<file path="src/acf_pkg.sv">
// acf_pkg: register map, field positions and reset values of the
// auxiliary control and interrupt flag block.
// assumes a 4-bit register select and an 8-bit data path.
package acf_pkg;
    // register select offsets
    localparam logic [3:0] OFS_PORT_B      = 4'h0; // port_b_output_register / latch read
    localparam logic [3:0] OFS_PORT_A      = 4'h1; // port_a_output_register / latch read
    localparam logic [3:0] OFS_DIR_B       = 4'h2; // port b direction, 1 = output
    localparam logic [3:0] OFS_DIR_A       = 4'h3; // port a direction, 1 = output
    localparam logic [3:0] OFS_T1_CNT_LO   = 4'h4; // timer_one counter low / latch low
    localparam logic [3:0] OFS_T1_CNT_HI   = 4'h5; // timer_one counter high, starts count
    localparam logic [3:0] OFS_T1_LAT_LO   = 4'h6; // timer_one latch low
    localparam logic [3:0] OFS_T1_LAT_HI   = 4'h7; // timer_one latch high
    localparam logic [3:0] OFS_AUX_CONTROL = 4'hb; // auxiliary_control
    localparam logic [3:0] OFS_IRQ_FLAGS   = 4'hd; // interrupt_flags
    localparam logic [3:0] OFS_IRQ_ENABLES = 4'he; // interrupt_enables
    // auxiliary_control fields
    localparam int ACB_PA_LATCH   = 0;
    localparam int ACB_PB_LATCH   = 1;
    localparam int ACB_SHIFT_LO   = 2; // shifter_mode_low_bit
    localparam int ACB_SHIFT_HI   = 4; // shifter_mode_high_bit
    localparam int ACB_T2_MODE    = 5; // timer_two_mode_bit
    localparam int ACB_T1_FREE    = 6; // timer_one_free_run_bit
    localparam int ACB_T1_OUT     = 7; // timer_one_output_enable_bit
    // interrupt flag positions
    localparam int IFB_A_SECOND   = 0;
    localparam int IFB_A_STROBE   = 1;
    localparam int IFB_SHIFTER    = 2;
    localparam int IFB_B_SECOND   = 3;
    localparam int IFB_B_STROBE   = 4;
    localparam int IFB_TIMER_TWO  = 5;
    localparam int IFB_TIMER_ONE  = 6;
    localparam int IFB_ANY        = 7; // set-control bit on enables write
    localparam int IRQ_SOURCES    = 7;
    // reset values
    localparam logic [7:0]  AUX_CONTROL_RST = 8'h00;
    localparam logic [6:0]  IRQ_FLAGS_RST   = 7'h00;
    localparam logic [6:0]  IRQ_ENABLES_RST = 7'h00;
    localparam logic [7:0]  PORT_RST        = 8'h00;
    localparam logic [15:0] TIMER_RST       = 16'h0000;
endpackage

</file>
<file path="src/acf_port_latch.sv">
// acf_port_latch: input latch of one peripheral port.
// assumes pin levels are already synchronised to clock.
`timescale 1ns/1ns
`default_nettype none
module acf_port_latch
    import acf_pkg::*;
(
    input  wire logic       clock,
    input  wire logic       rst_n,
    input  wire logic       latch_enable, // latching mode on
    input  wire logic       capture,      // strobe flag being set now
    input  wire logic       hold,         // strobe flag is set
    input  wire logic [7:0] pin_level,    // synchronised pins
    input  wire logic [7:0] out_level,    // output register
    input  wire logic [7:0] direction,    // 1 = output pin
    output logic      [7:0] latched       // value seen by reads
);
    logic [7:0] latched_r;   // latch storage
    logic [7:0] latched_nxt; // next latch value
    logic [7:0] source;      // pin for inputs, output register for outputs

    // next latch value: transparent, capture or hold
    always_comb
    begin
        source = (pin_level & ~direction) | (out_level & direction);
        latched_nxt = source;
        if (latch_enable && !capture && hold)
        begin
            // flag already set: pins may move, latch stays
            latched_nxt = latched_r;
        end
    end

    // register only
    always_ff @(posedge clock or negedge rst_n)
    begin
        if (!rst_n)
            latched_r <= PORT_RST;
        else
            latched_r <= latched_nxt;
    end

    assign latched = latched_r;
endmodule
`default_nettype wire

</file>
<file path="src/acf_aux_control_irq_flags.sv">
// acf_aux_control_irq_flags: auxiliary control register, port input
// latches, timer_one, interrupt flags/enables and the request output.
// assumes a single 250 MHz clock; register accesses are one-cycle strobes.
// Function
// - capture port a when strobe flag sets
// - control bit 0 enables port a latching
// - port a read returns latch, not output
// - bit 1 latches port b, outputs use register
// - bits 4..2 select serial shifter mode
// - bit 5 selects timer two pulse counting
// - bit 6 free-run, bit 7 drives line seven
// - seven flags merge into one request
// - edge flags set regardless of enables
// - flag write clears bits written one
// - clear never loses a flag being set
// - free-run reloads counter from latches
// - latch writes leave running countdown alone
// - port a latching works with all modes
// - enable write with bit 7 sets enables
`timescale 1ns/1ns
`default_nettype none
module acf_aux_control_irq_flags
    import acf_pkg::*;
(
    input  wire logic       clock,
    input  wire logic       rst_n,
    input  wire logic       chip_select,     // access strobe, one cycle
    input  wire logic [3:0] reg_select,      // register offset
    input  wire logic       read_not_write,  // 1 = read
    input  wire logic [7:0] write_data,
    output logic      [7:0] read_data,       // valid one cycle after a read
    output logic            irq_n,           // active low request
    input  wire logic [7:0] port_a_in,       // pins, asynchronous
    output logic      [7:0] port_a_out,
    output logic      [7:0] port_a_oe,
    input  wire logic [7:0] port_b_in,       // pins, asynchronous
    output logic      [7:0] port_b_out,
    output logic      [7:0] port_b_oe,
    input  wire logic       port_a_strobe_input,        // pin
    input  wire logic       port_a_second_control_line, // pin, input modes
    input  wire logic       port_b_strobe_input,        // pin
    input  wire logic       port_b_second_control_line, // pin, input modes
    input  wire logic [3:0] edge_polarity,   // 1 = rising; a1, a2, b1, b2
    input  wire logic       shifter_done,    // same-clock event
    input  wire logic       timer_two_done,  // same-clock event
    output logic      [2:0] serial_shifter_mode,
    output logic            timer_two_count_pulses
);
    // three-stage synchroniser: stable value moves once stages 2 and 3 agree
    function automatic logic [7:0] agree(input logic [7:0] s2, input logic [7:0] s3,
                                         input logic [7:0] stable);
        agree = (s2 == s3) ? s3 : stable;
    endfunction

    // active edge of a stable control line
    function automatic logic edge_hit(input logic old_v, input logic new_v, input logic pol);
        edge_hit = (old_v != new_v) && (new_v == pol);
    endfunction

    logic [7:0]  s1_r, s2_r, s3_r, pa_st_r;     // port a sync chain + stable
    logic [7:0]  t1_r, t2_r, t3_r, pb_st_r;     // port b sync chain + stable
    logic [3:0]  c1_r, c2_r, c3_r, c_st_r;      // control line sync + stable
    logic [7:0]  pa_st_nxt, pb_st_nxt;
    logic [3:0]  c_st_nxt;
    logic [7:0]  ora_r, orb_r, dira_r, dirb_r;  // output and direction regs
    logic [7:0]  ora_nxt, orb_nxt, dira_nxt, dirb_nxt;
    logic [7:0]  acr_r, acr_nxt;                 // auxiliary_control
    logic [6:0]  ifr_r, ifr_nxt, ier_r, ier_nxt; // flags, enables
    logic [6:0]  set_ev;                          // flag set events this cycle
    logic [15:0] cnt_r, cnt_nxt, lat_r, lat_nxt;  // timer_one counter, latches
    logic        armed_r, armed_nxt;              // one-shot may still fire
    logic        pb7_r, pb7_nxt;                  // timer_one waveform level
    logic        timeout;                         // counter at zero
    logic [7:0]  rd_r, rd_nxt;                    // registered read data
    logic        irq_n_r, irq_n_nxt;
    logic [7:0]  pbo_r, pbo_nxt, pboe_r, pboe_nxt; // port b drive after override
    logic [7:0]  pa_latch, pb_latch;               // latch outputs
    logic        wr, rd;

    assign wr = chip_select && !read_not_write;
    assign rd = chip_select && read_not_write;

    // stable pin values; stage 1 only feeds stage 2
    always_comb
    begin
        pa_st_nxt = agree(s2_r, s3_r, pa_st_r);
        pb_st_nxt = agree(t2_r, t3_r, pb_st_r);
        c_st_nxt  = (c2_r == c3_r) ? c3_r : c_st_r; // same agreement test, 4 lines wide
    end

    always_ff @(posedge clock or negedge rst_n)
    begin
        if (!rst_n)
        begin
            s1_r <= PORT_RST; s2_r <= PORT_RST; s3_r <= PORT_RST; pa_st_r <= PORT_RST;
            t1_r <= PORT_RST; t2_r <= PORT_RST; t3_r <= PORT_RST; pb_st_r <= PORT_RST;
            c1_r <= 4'h0; c2_r <= 4'h0; c3_r <= 4'h0; c_st_r <= 4'h0;
        end
        else
        begin
            s1_r <= port_a_in; s2_r <= s1_r; s3_r <= s2_r; pa_st_r <= pa_st_nxt;
            t1_r <= port_b_in; t2_r <= t1_r; t3_r <= t2_r; pb_st_r <= pb_st_nxt;
            c1_r <= {port_b_second_control_line, port_b_strobe_input,
                     port_a_second_control_line, port_a_strobe_input};
            c2_r <= c1_r; c3_r <= c2_r; c_st_r <= c_st_nxt;
        end
    end

    // flag set events; edges set flags whatever the enables say
    always_comb
    begin
        set_ev = 7'h00;
        set_ev[IFB_A_STROBE]  = edge_hit(c_st_r[0], c_st_nxt[0], edge_polarity[0]);
        set_ev[IFB_A_SECOND]  = edge_hit(c_st_r[1], c_st_nxt[1], edge_polarity[1]);
        set_ev[IFB_B_STROBE]  = edge_hit(c_st_r[2], c_st_nxt[2], edge_polarity[2]);
        set_ev[IFB_B_SECOND]  = edge_hit(c_st_r[3], c_st_nxt[3], edge_polarity[3]);
        set_ev[IFB_SHIFTER]   = shifter_done;
        set_ev[IFB_TIMER_TWO] = timer_two_done;
        set_ev[IFB_TIMER_ONE] = timeout && armed_r;
    end

    // port latches; port a ignores direction, so outputs read back as pins
    acf_port_latch u_latch_a (
        .clock        (clock),
        .rst_n        (rst_n),
        .latch_enable (acr_r[ACB_PA_LATCH]),
        .capture      (set_ev[IFB_A_STROBE]),
        .hold         (ifr_r[IFB_A_STROBE]),
        .pin_level    (pa_st_r),
        .out_level    (ora_r),
        .direction    (8'h00),
        .latched      (pa_latch)
    );

    acf_port_latch u_latch_b (
        .clock        (clock),
        .rst_n        (rst_n),
        .latch_enable (acr_r[ACB_PB_LATCH]),
        .capture      (set_ev[IFB_B_STROBE]),
        .hold         (ifr_r[IFB_B_STROBE]),
        .pin_level    (pb_st_r),
        .out_level    (orb_r),
        .direction    (dirb_r),
        .latched      (pb_latch)
    );

    // timer_one: runs every cycle, latches feed only reloads and the start load
    always_comb
    begin
        timeout   = (cnt_r == TIMER_RST);
        cnt_nxt   = cnt_r - 16'h0001;
        lat_nxt   = lat_r;
        armed_nxt = armed_r;
        pb7_nxt   = pb7_r;
        if (timeout && acr_r[ACB_T1_FREE])
        begin
            cnt_nxt = lat_r;
            pb7_nxt = !pb7_r;
        end
        else if (timeout && armed_r)
        begin
            armed_nxt = 1'b0;                             // one-shot ends
            pb7_nxt   = 1'b1;
        end
        if (wr && (reg_select == OFS_T1_CNT_LO || reg_select == OFS_T1_LAT_LO))
            lat_nxt[7:0] = write_data;
        if (wr && reg_select == OFS_T1_LAT_HI)
            lat_nxt[15:8] = write_data;
        if (wr && reg_select == OFS_T1_CNT_HI)
        begin
            // start: high latch and full counter load, waveform goes low
            lat_nxt[15:8] = write_data;
            cnt_nxt       = {write_data, lat_r[7:0]};
            armed_nxt     = 1'b1;
            pb7_nxt       = 1'b0;
        end
    end

    // register writes, flags, enables, request and read data
    always_comb
    begin
        ora_nxt  = ora_r;
        orb_nxt  = orb_r;
        dira_nxt = dira_r;
        dirb_nxt = dirb_r;
        acr_nxt  = acr_r;
        ier_nxt  = ier_r;
        ifr_nxt  = ifr_r;
        if (wr)
        begin
            unique case (reg_select)
                OFS_PORT_B:      orb_nxt  = write_data;
                OFS_PORT_A:      ora_nxt  = write_data;
                OFS_DIR_B:       dirb_nxt = write_data;
                OFS_DIR_A:       dira_nxt = write_data;
                OFS_AUX_CONTROL: acr_nxt  = write_data;
                OFS_IRQ_FLAGS:   ifr_nxt  = ifr_r & ~write_data[6:0];
                OFS_IRQ_ENABLES:
                begin
                    if (write_data[IFB_ANY])
                        ier_nxt = ier_r | write_data[6:0];
                    else
                        ier_nxt = ier_r & ~write_data[6:0];
                end
                default: ;                                          // unmapped: ignored
            endcase
        end
        if (wr && reg_select == OFS_T1_CNT_HI)
            ifr_nxt[IFB_TIMER_ONE] = 1'b0;                  // restart acknowledges
        ifr_nxt   = ifr_nxt | set_ev;
        irq_n_nxt = ~|(ifr_nxt & ier_nxt);
        // read data, sampled at the access edge
        rd_nxt = 8'h00;
        if (rd)
        begin
            unique case (reg_select)
                OFS_PORT_B:      rd_nxt = pb_latch;
                OFS_PORT_A:      rd_nxt = pa_latch;
                OFS_DIR_B:       rd_nxt = dirb_r;
                OFS_DIR_A:       rd_nxt = dira_r;
                OFS_T1_CNT_LO:   rd_nxt = cnt_r[7:0];
                OFS_T1_CNT_HI:   rd_nxt = cnt_r[15:8];
                OFS_T1_LAT_LO:   rd_nxt = lat_r[7:0];
                OFS_T1_LAT_HI:   rd_nxt = lat_r[15:8];
                OFS_AUX_CONTROL: rd_nxt = acr_r;
                OFS_IRQ_FLAGS:   rd_nxt = {!irq_n_r, ifr_r};
                OFS_IRQ_ENABLES: rd_nxt = {1'b0, ier_r};
                default:         rd_nxt = 8'h00;
            endcase
        end
        // line seven overridden by timer_one when enabled
        pbo_nxt  = orb_nxt;
        pboe_nxt = dirb_nxt;
        if (acr_nxt[ACB_T1_OUT])
        begin
            pbo_nxt[7]  = pb7_nxt;
            pboe_nxt[7] = 1'b1;
        end
    end

    // single register stage for all of the above
    always_ff @(posedge clock or negedge rst_n)
    begin
        if (!rst_n)
        begin
            ora_r <= PORT_RST; orb_r <= PORT_RST; dira_r <= PORT_RST; dirb_r <= PORT_RST;
            acr_r <= AUX_CONTROL_RST; ifr_r <= IRQ_FLAGS_RST; ier_r <= IRQ_ENABLES_RST;
            cnt_r <= TIMER_RST; lat_r <= TIMER_RST; armed_r <= 1'b0; pb7_r <= 1'b1;
            rd_r  <= 8'h00; irq_n_r <= 1'b1; pbo_r <= PORT_RST; pboe_r <= PORT_RST;
        end
        else
        begin
            ora_r <= ora_nxt; orb_r <= orb_nxt; dira_r <= dira_nxt; dirb_r <= dirb_nxt;
            acr_r <= acr_nxt; ifr_r <= ifr_nxt; ier_r <= ier_nxt;
            cnt_r <= cnt_nxt; lat_r <= lat_nxt; armed_r <= armed_nxt; pb7_r <= pb7_nxt;
            rd_r  <= rd_nxt; irq_n_r <= irq_n_nxt; pbo_r <= pbo_nxt; pboe_r <= pboe_nxt;
        end
    end

    // outputs: all straight from flip-flops
    assign read_data              = rd_r;
    assign irq_n                  = irq_n_r;
    assign port_a_out             = ora_r;
    assign port_a_oe              = dira_r;
    assign port_b_out             = pbo_r;
    assign port_b_oe              = pboe_r;
    assign serial_shifter_mode    = acr_r[ACB_SHIFT_HI:ACB_SHIFT_LO];
    assign timer_two_count_pulses = acr_r[ACB_T2_MODE];
endmodule
`default_nettype wire

</file>
<file path="config.mk">
export PLATFORM = sky130hd
export DESIGN_NAME = acf_aux_control_irq_flags
export DESIGN_NICKNAME = d
export VERILOG_FILES = /design/src/acf_pkg.sv /design/src/acf_port_latch.sv /design/src/acf_aux_control_irq_flags.sv
export SDC_FILE = /design/constraint.sdc
export NUM_CORES = 1
export LEC_CHECK = 0
export ABC_AREA = 1
export BUFFER_PORTS_ARGS = -buffer_cell sky130_fd_sc_hd__clkbuf_2
export CORE_MARGIN = 5
export CORE_UTILIZATION = 45
export CTS_CLUSTER_SIZE = 16
export DETAILED_ROUTE_END_ITERATION = 12
export HOLD_SLACK_MARGIN = 0.1
export SLEW_MARGIN = 5
export SYNTH_ARGS = -nofsm -noshare
export SYNTH_HDL_FRONTEND = slang
export SYNTH_SLANG_ARGS = --single-unit
</file>
<file path="constraint.sdc">
create_clock -name clock -period 2.2 [get_ports clock]
set_input_delay 0.55 -clock clock [delete_from_list [all_inputs] [get_ports clock]]
set_output_delay 0.55 -clock clock [all_outputs]
set_load 0.01 [all_outputs]
</file>
**After elaboration in Yosys (flattened, before gate mapping)**

Cells that the tools add are included.
Widths: inputs -> output; s select.

- Bits in registers: 209
- Output and inout port bits: 45
- Bits of input ports: 42

- Bitwise logic cells: 10
- Equal/unequal tests: 22
- Mux-type cells: 27
- Reduce and logical (&&, ||, !) cells: 31
- Add/subtract/negate cells: 1

Operators by type and width:

| cell | number |
|---|---|
| $pmux 8 s11 | 1 |
| $mux 8 | 9 |
| $mux 7 | 5 |
| $mux 16 | 2 |
| $and 7x7->7 | 3 |
| $and 8x8->8 | 2 |
| $eq 4x3->1 const B | 4 |
| $eq 8x8->1 | 2 |
| $logic_not 16->1 | 1 |
| $sub 16x1->16 const B | 1 |
| $logic_and 1x1->1 | 15 |
| $or 7x7->7 | 2 |
| $eq 4x4->1 const B | 3 |
| $mux 1 | 9 |
| $eq 4x2->1 const B | 2 |
| $not 8->8 | 1 |
| $or 8x8->8 | 1 |
| $reduce_and 2->1 | 4 |
| $not 7->7 | 1 |
| $reduce_or 7->1 | 1 |
| $logic_not 1->1 | 6 |
| $eq 1x1->1 | 4 |
| $eq 4x1->1 const B | 1 |
| $eq 4x4->1 | 1 |
| other kinds (6) | 10 |

**Depth between registers and ports, before layout**

Gate-level depths: netlist of run 1.

- Word-level depth: 9
- Gate-level depth with buffers: 13

**Hierarchy**

Synthesis of run 1 repeated with hierarchy kept, for this count alone.

- Cell total of the unflattened synthesis: 960
- Area, all modules: 8513.2 µm²

By module, submodules not included:

| module | cells an instance | area each (µm²) | sequential area each (µm²) | instances |
|---|---|---|---|---|
| acf_aux_control_irq_flags | 824 | 7564.8 | 4481.8 | 1 |
| acf_port_latch | 68 | 474.2 | 200.2 | 2 |

**Least setup slack after synthesis of run 1**

No wires, ideal clock.

- Kind: input-to-reg
- Start point: input port read_not_write
- End point: register irq_n_r (netlist: irq_n)
- Stages on the path: 10
- Library setup time: 0.067 ns
- Buffers on the path: 1
- Setup slack: 0.619 ns
- Data arrival time: 1.514 ns
- Path through: inv_1 -> nand2_1 -> buf_2 -> nor2_1 -> nand2_1 -> o21ai_0 -> a21oi_1 -> nor2_1 -> nand3_1 -> nor2_1

- Word-level cells in the longest chain between the ends: 8

RTL lines:

| element | line | source |
|---|---|---|
| start: declaration | acf_aux_control_irq_flags.sv:29 | `input wire logic read_not_write,` |
| $logic_not 1->1 * | acf_aux_control_irq_flags.sv:80 | `assign wr = chip_select && !read_not_write;` |
| $logic_and 1x1->1 * | acf_aux_control_irq_flags.sv:80 |  |
| $mux 7 or $logic_and 1x1->1 (tied branches) | acf_aux_control_irq_flags.sv:189, acf_aux_control_irq_flags.sv:208 |  |
| $mux 1 | acf_aux_control_irq_flags.sv:208 | `if (wr && reg_select == OFS_T1_CNT_HI)` |
| $or 7x7->7 | acf_aux_control_irq_flags.sv:210 | `ifr_nxt = ifr_nxt \| set_ev;` |
| $and 7x7->7 * | acf_aux_control_irq_flags.sv:211 | `irq_n_nxt = ~\|(ifr_nxt & ier_nxt);` |
| $reduce_or 7->1 * | acf_aux_control_irq_flags.sv:211 |  |
| $logic_not 1->1 * | acf_aux_control_irq_flags.sv:211 |  |
| named net irq_n_nxt | acf_aux_control_irq_flags.sv:75 | `logic irq_n_r, irq_n_nxt;` |
| end signal: assignment | acf_aux_control_irq_flags.sv:256 | `rd_r <= rd_nxt; irq_n_r <= irq_n_nxt; pbo_r <= pbo_nxt; pboe_r <= pboe_nxt;` |
| end: declaration | acf_aux_control_irq_flags.sv:75 |  |

The timed path passes the listed nets; every way through them passes the cells marked *.
A chain may end at the register's enable or synchronous reset.

**Worst setup path after layout of run 1**

- Start point: register cnt_r[12]
- End point: register cnt_r[9]

- Word-level cells in the longest chain between the ends: 4

RTL lines:

| element | line | source |
|---|---|---|
| start: declaration | acf_aux_control_irq_flags.sv:70 | `logic [15:0] cnt_r, cnt_nxt, lat_r, lat_nxt;` |
| start signal: assignment | acf_aux_control_irq_flags.sv:255 | `cnt_r <= cnt_nxt; lat_r <= lat_nxt; armed_r <= armed_nxt; pb7_r <= pb7_nxt;` |
| $logic_not 16->1 | acf_aux_control_irq_flags.sv:150 | `timeout = (cnt_r == TIMER_RST);` |
| $logic_and 1x1->1 | acf_aux_control_irq_flags.sv:155 | `if (timeout && acr_r[ACB_T1_FREE])` |
| $mux 16 | acf_aux_control_irq_flags.sv:155 |  |
| $mux 16 | acf_aux_control_irq_flags.sv:169 | `if (wr && reg_select == OFS_T1_CNT_HI)` |
| named net cnt_nxt[9] | acf_aux_control_irq_flags.sv:70 |  |

The timed path passes the listed nets, and every way through them passes these cells.

==> flow_metrics.py, run 1 <==
metrics = {
    "placement": {
        "dp_hpwl_microns": 16000,
        "io_buffers": 86,
        "gp_congestion": 0.963,
    },
    "synth": {
        "synthTopCellsByArea": "dfrtp_1, nand2_1, inv_1",
        "synth_top_area_share_pct": 58.2,
        "yosys_warnings": 0,
        "netlist_instances": 910,
        "ys_async_sr_fraction_pct": 100,
        "synth-edff-count": 0,
        "ys_seq_area_share_pct": 58.8,
        "synth_area_sq_um": 8300,
        "netlist-cell-type-count": 40,
        "yosysTopAreaCell": "dfrtp_1",
        "synth_area_per_cell_sq_um": 9.12,
        "synth_seq_cells": 195,
        "synth_most_common_cell": "nand2_1",
        "syn-num-nets": 954,
        "ys.flop_type": "dfrtp_1",
        "synth_common_cells": "nand2_1, dfrtp_1, inv_1, o21ai_0, nor2_1",
    },
    "worst_setup_path": {
        "cp-start-kind": "register",
        "path_max_fanout": 8,
        "criticalPathCategory": "reg2reg",
        "crit_chain": "nor2_1, inv_1, nor4_2, nand3_1, nor2_2, nand2_1, o211ai_1",
        "required_ns": 2.55,
        "slowest_delay_ns": 0.41,
        "slowest_stage": "dfrtp_1",
        "end_kind": "register",
        "cp.arrival_ns": 2.42,
    },
    "clock_tree": {
        "cts_made_buffers": 17,
        "cts_tree": "yes",
        "cts_sinks": 195,
        "path_clk_slew_ns": 0.07,
        "cts_root_buf": "clkbuf_16",
        "htreeDepth": 4,
        "clk_path_buf_depth": 2,
        "clk_latency_ns": 0.44,
    },
    "power_and_ir_drop": {
        "powerDensity_nw_per_um2": 1000,
        "p_leak_uw": 0.00480,
        "ir_drop_mv": 0.566,
    },
    "floorplanning": {
        "die-area_sq_um": 21300,
        "start_util_pct": 45.9,
        "die_y_microns": 146,
        "coreArea_sq_um": 18100,
        "rows": 49,
        "die_x_microns": 146,
        "io_pins": 87,
    },
    "sta": {
        "fin_tns_setup_ns": 0,
        "finalClockSkew_ns": 0.0111,
        "hold_viol_final": 0,
        "clock.fmax_ghz": 0.482,
        "whs_ns": 0.213,
        "fin_crit_sh_pct": 94.3,
        "rsz0062_at_grt": "no",
        "maxSlewHeadroom_pct": 58.9,
        "worst_slew_pin_slew_ns": 0.614,
        "finalSetupViolCount": 0,
        "period_minus_slack_ns": 2.08,
        "maxSlewViolCount": 0,
    },
    "routing": {
        "firstDrtPassIters": 5,
        "final_antenna_net_count": 0,
        "wirelength_microns": 21400,
        "drtIter0Drc": 591,
        "viasPerCell": 5.12,
        "vias": 6392,
        "drc_errors": 0,
        "routedWlPerCell_microns": 17.2,
    },
    "global_route": {
        "busiest_layer": "met2",
        "gr-total-overflow": 0,
        "antenna_found_initial": 0,
        "grt_pass1_wl_microns": 34400,
        "use_met3_pct": 4.98,
        "grt.total_usage_pct": 20.7,
        "use_met1_pct": 29.1,
        "first_global_vias": 6264,
        "grt_max_degree": 63,
        "grt_use_met2_pct": 31.0,
    },
    "final_layout": {
        "final_layout_size_suffix_gt1_share_pct": 17.1,
        "syn2layout_area_growth_pct": 15.8,
        "top_regs": "cnt_r x16, lat_r x16",
        "diodes": 0,
        "fin_nets": 1050,
    },
    "worst_hold_path": {
        "hp-class": "in2reg",
    },
    "outcome": {
        "status": "completed",
    },
    "flow_run": {
        "maxCapViolCount": 0,
    },
}
per-layer routing:
layer | share of wire [%] | up-vias
li1 | - | 3077
met1 | 44 | 3019
met2 | 45 | 243
met3 | 7.0 | 53
met4 | 3.4 | 0
met5 | 0 | -
final timing paths:
path                                                  from       end  slack (ns)  depth (start not counted)
worst min-delay path            port_b_second_control_line   c1_r[3]        0.21                          1
min in group asynchronous                            rst_n   t1_r[4]        0.61                          2
worst max-delay path                             cnt_r[12]  cnt_r[9]        0.12                          7
max in group asynchronous                            rst_n     pb7_r        0.87                          3
worst min register to register                     c1_r[2]   c2_r[2]        0.35                          0
worst max register to register                   cnt_r[12]  cnt_r[9]        0.12                          7
what timing repair did:
action,CTS,global route
gates resized for setup,0,0
setup endpoints to repair,0,0
setup buffers,0,0
hold buffers,1,0
hold endpoints to repair,40,0
per-stage QoR:
| step | std cells | area (sq um) | util, % | setup slack [ns] | total power, uW |
|---|---|---|---|---|---|
| finish | 1248 | 9610 | 53.2 | 0.125 | 9630 |
| global placement | 1215 | 9010 | 49.8 | 0.184 | 6580 |
| detailed placement | 1215 | 9010 | 49.8 | 0.135 | 6600 |
| floorplan | 910 | 8300 | - | 0.619 | 5880 |
| global route | 1248 | 9610 | 53.2 | 0.0370 | 10200 |
| CTS | 1248 | 9610 | 53.2 | 0.202 | 9690 |
where the power goes:
| group | internal (uW) | switching, uW | total [uW] |
|---|---|---|---|
| registers | 4220 | 498 | 4720 |
| logic | 660 | 1190 | 1850 |
| clock network | 1530 | 1530 | 3060 |
layout make-up:
type	count	area, sq um
fillers	1683	8470
flip-flops and latches	195	4880
clock inverters	14	163
multi-input cells	543	2680
repair buffers	108	644
well taps	229	287
clock buffers	18	429
inverters	141	532
worst max-delay path, delay by kind of cell, from the launching register on:
| family | cells | cell delay, ns |
|---|---|---|
| AO/OA/AOI/OAI | 1 | 0.11 |
| buffers and inverters | 1 | 0.14 |
| flip-flops | 1 | 0.41 |
| AND/OR/NAND/NOR | 5 | 1.33 |
cells by family after synthesis:
logic type | Yosys count | share of synthesized area, %
and+or+nand+nor | 342 | 17.8
DFF | 195 | 58.8
AOI/OAI and AO/OA | 173 | 11.4
buffers and inverters | 172 | 8.94
xor gates and xnor gates | 26 | 2.74
adders and majority gates | 2 | 0.301
cells in the final DEF, fill, tap and decap left out, types with 7 or more instances in the layout:
master,n
dfrtp_1,193
xnor2_1,9
nand3_1,32
xor2_1,17
o21ai_1,18
o21ai_0,91
inv_1,131
a21oi_1,22
a211oi_1,9
buf_4,18
inv_2,9
nand2_1,212
nor2_1,60
clkbuf_2,85
clkbuf_16,17
nand4_1,9
nand2_2,7
o22ai_1,21
Power figures use the tool's default switching activity.
==> inputs of run 2 (changes only) <==
CORE_UTILIZATION = 59   (was 45)
PLACE_DENSITY = 0.8   (was unset)
==> flow_metrics.py, run 2 (synthesis gave the netlist of run 1 again) <==
metrics = {
    "sta": {
        "whs_ns": 0.218,
        "finalClockSkew_ns": 0.00889,
        "hold_viol_final": 0,
        "period_minus_slack_ns": 1.92,
        "clock.fmax_ghz": 0.521,
        "fin_tns_setup_ns": 0,
        "finalSetupViolCount": 0,
        "worst_slew_pin_slew_ns": 0.528,
        "rsz0062_at_grt": "no",
        "fin_crit_sh_pct": 87.2,
        "maxSlewHeadroom_pct": 64.7,
        "maxSlewViolCount": 0,
    },
    "worst_setup_path": {
        "crit_family": "simple AND/OR/NAND/NOR gates",
        "required_ns": 2.52,
        "slowest_delay_ns": 0.41,
        "ff2ff_path_depth": 9,
        "critPathMostFrequentCell": "nand3_1",
        "reg2reg_from": "cnt_r[0]",
        "cp.arrival_ns": 2.24,
        "r2r_slack_ns": 0.28,
        "reg2reg_to": "cnt_r[11]",
        "cp-start-kind": "register",
        "crit_chain": "inv_1, ha_1, nand3_1, nor4_2, nand3_1, nand2_2, inv_1, o21ai_0, nand3_1",
        "slowest_stage": "dfrtp_1",
        "criticalPathCategory": "reg2reg",
        "path_max_fanout": 8,
        "end_kind": "register",
        "critPathBufInv": 2,
    },
    "clock_tree": {
        "path_clk_slew_ns": 0.08,
        "htreeDepth": 4,
        "cts_tree": "yes",
        "cts_root_buf": "clkbuf_16",
        "clk_latency_ns": 0.43,
        "clk_path_buf_depth": 2,
        "cts_sinks": 195,
        "post_cts_resized": 0,
        "post_cts_buffers": 0,
        "hold_buffers": 1,
        "cts_made_buffers": 17,
    },
    "floorplanning": {
        "coreArea_sq_um": 13800,
        "rows": 43,
        "die-area_sq_um": 16500,
        "die_x_microns": 129,
        "io_pins": 87,
        "die_y_microns": 129,
        "start_util_pct": 60.0,
    },
    "global_route": {
        "grt.total_usage_pct": 26.0,
        "grt_max_degree": 60,
        "antenna_found_initial": 1,
        "grt_pass1_wl_microns": 33000,
        "first_global_vias": 6334,
        "gr-total-overflow": 0,
    },
    "worst_hold_path": {
        "hold_path_end": "s1_r[7]",
        "min-delay-start": "port_a_in[7]",
        "whs_path_depth": 1,
        "hp-class": "in2reg",
    },
    "final_layout": {
        "syn2layout_area_growth_pct": 15.1,
        "final_core_util_pct": 69.1,
        "seqCellArea_sq_um": 4880,
        "diodes": 0,
        "top_regs": "cnt_r x16, lat_r x16",
        "multiInputGateArea_sq_um": 2680,
        "fin_nets": 1051,
        "nFillCells": 1072,
        "final_layout_size_suffix_gt1_share_pct": 17.3,
        "final_common_cell": "nand2_1",
        "final_cells": 1200,
        "final_cell_mix": "nand2_1, dfrtp_1, inv_1",
    },
    "placement": {
        "dp.cells": 1167,
        "gp_congestion": 0.968,
        "dp_hpwl_microns": 15200,
        "io_buffers": 86,
    },
    "power_and_ir_drop": {
        "ir_drop_mv": 0.743,
        "finalPower_uw": 9560,
        "swShare_pct": 32.9,
        "p_leak_uw": 0.00481,
        "powerDensity_nw_per_um2": 1000,
        "p_switching_uw": 3140,
        "p_int_uw": 6410,
        "clockPowerShare_pct": 31.4,
        "combPwrFrac_pct": 19.2,
        "p_seq_share_pct": 49.4,
    },
    "flow_run": {
        "maxCapViolCount": 0,
    },
    "routing": {
        "routedWlPerCell_microns": 16.9,
        "drc_errors": 0,
        "final_antenna_net_count": 0,
        "drtIter0Drc": 624,
        "firstDrtPassIters": 5,
        "wirelength_microns": 20300,
        "vias": 6528,
        "viasPerCell": 5.44,
    },
    "outcome": {
        "status": "completed",
    },
}
==> run 2: cell types whose count changed in the layout (fill, tap and decap cells not counted), sizes merged <==
cell / change
buf: +1
clkbuf: -1
inv: +1
==> run 2: worst max path at each step <==
stage	start	end	slack, ns	cells after the start
2_1_floorplan	read_not_write	irq_n	0.62	10
3_3_place_gp	reg_select[3]	cnt_r[11]	0.24	9
3_5_place_dp	reg_select[1]	irq_n	0.22	11
4_1_cts	cnt_r[0]	cnt_r[11]	0.33	9
5_1_grt	cnt_r[0]	cnt_r[11]	0.13	9
6_report	cnt_r[0]	cnt_r[11]	0.28	9
==> run 2: power by group through the flow <==
| stage | sequential (uW) | combinational [uW] | clock [uW] |
|---|---|---|---|
| 6_report | 4720 | 1840 | 3000 |
| 5_1_grt | 4780 | 2080 | 3210 |
| 4_1_cts | 4700 | 1840 | 3050 |
| 3_5_place_dp | 4760 | 1820 | 0 |
| 3_3_place_gp | 4750 | 1790 | 0 |
| 2_1_floorplan | 4630 | 1250 | 0 |
==> run 2: layout make-up <==
type	instances	area share (%)
Tap cell	180	2.36
Timing Repair Buffer	109	6.82
Multi-Input combinational cell	543	28.0
Sequential cell	195	51.1
Inverter	141	5.57
Clock buffer	17	4.45
Clock inverter	15	1.69
==> run 2: through the flow <==
step	area, sq um	setup WS (ns)
4_1_cts	9550	0.326
2_1_floorplan	8300	0.619
3_3_place_gp	8960	0.237
5_1_grt	9550	0.126
3_5_place_dp	8960	0.219
6_report	9550	0.281
==> run 2: per-layer routing <==
layer	part of all wire (%)	wire length, microns	vias to the layer above	track usage (%)
met2	46	9390	285	39.7
met1	41	8350	3089	35.4
li1	-	-	3087	-
met3	8.2	1670	65	7.22
met5	0.064	13	-	0
met4	4.3	868	2	10.9
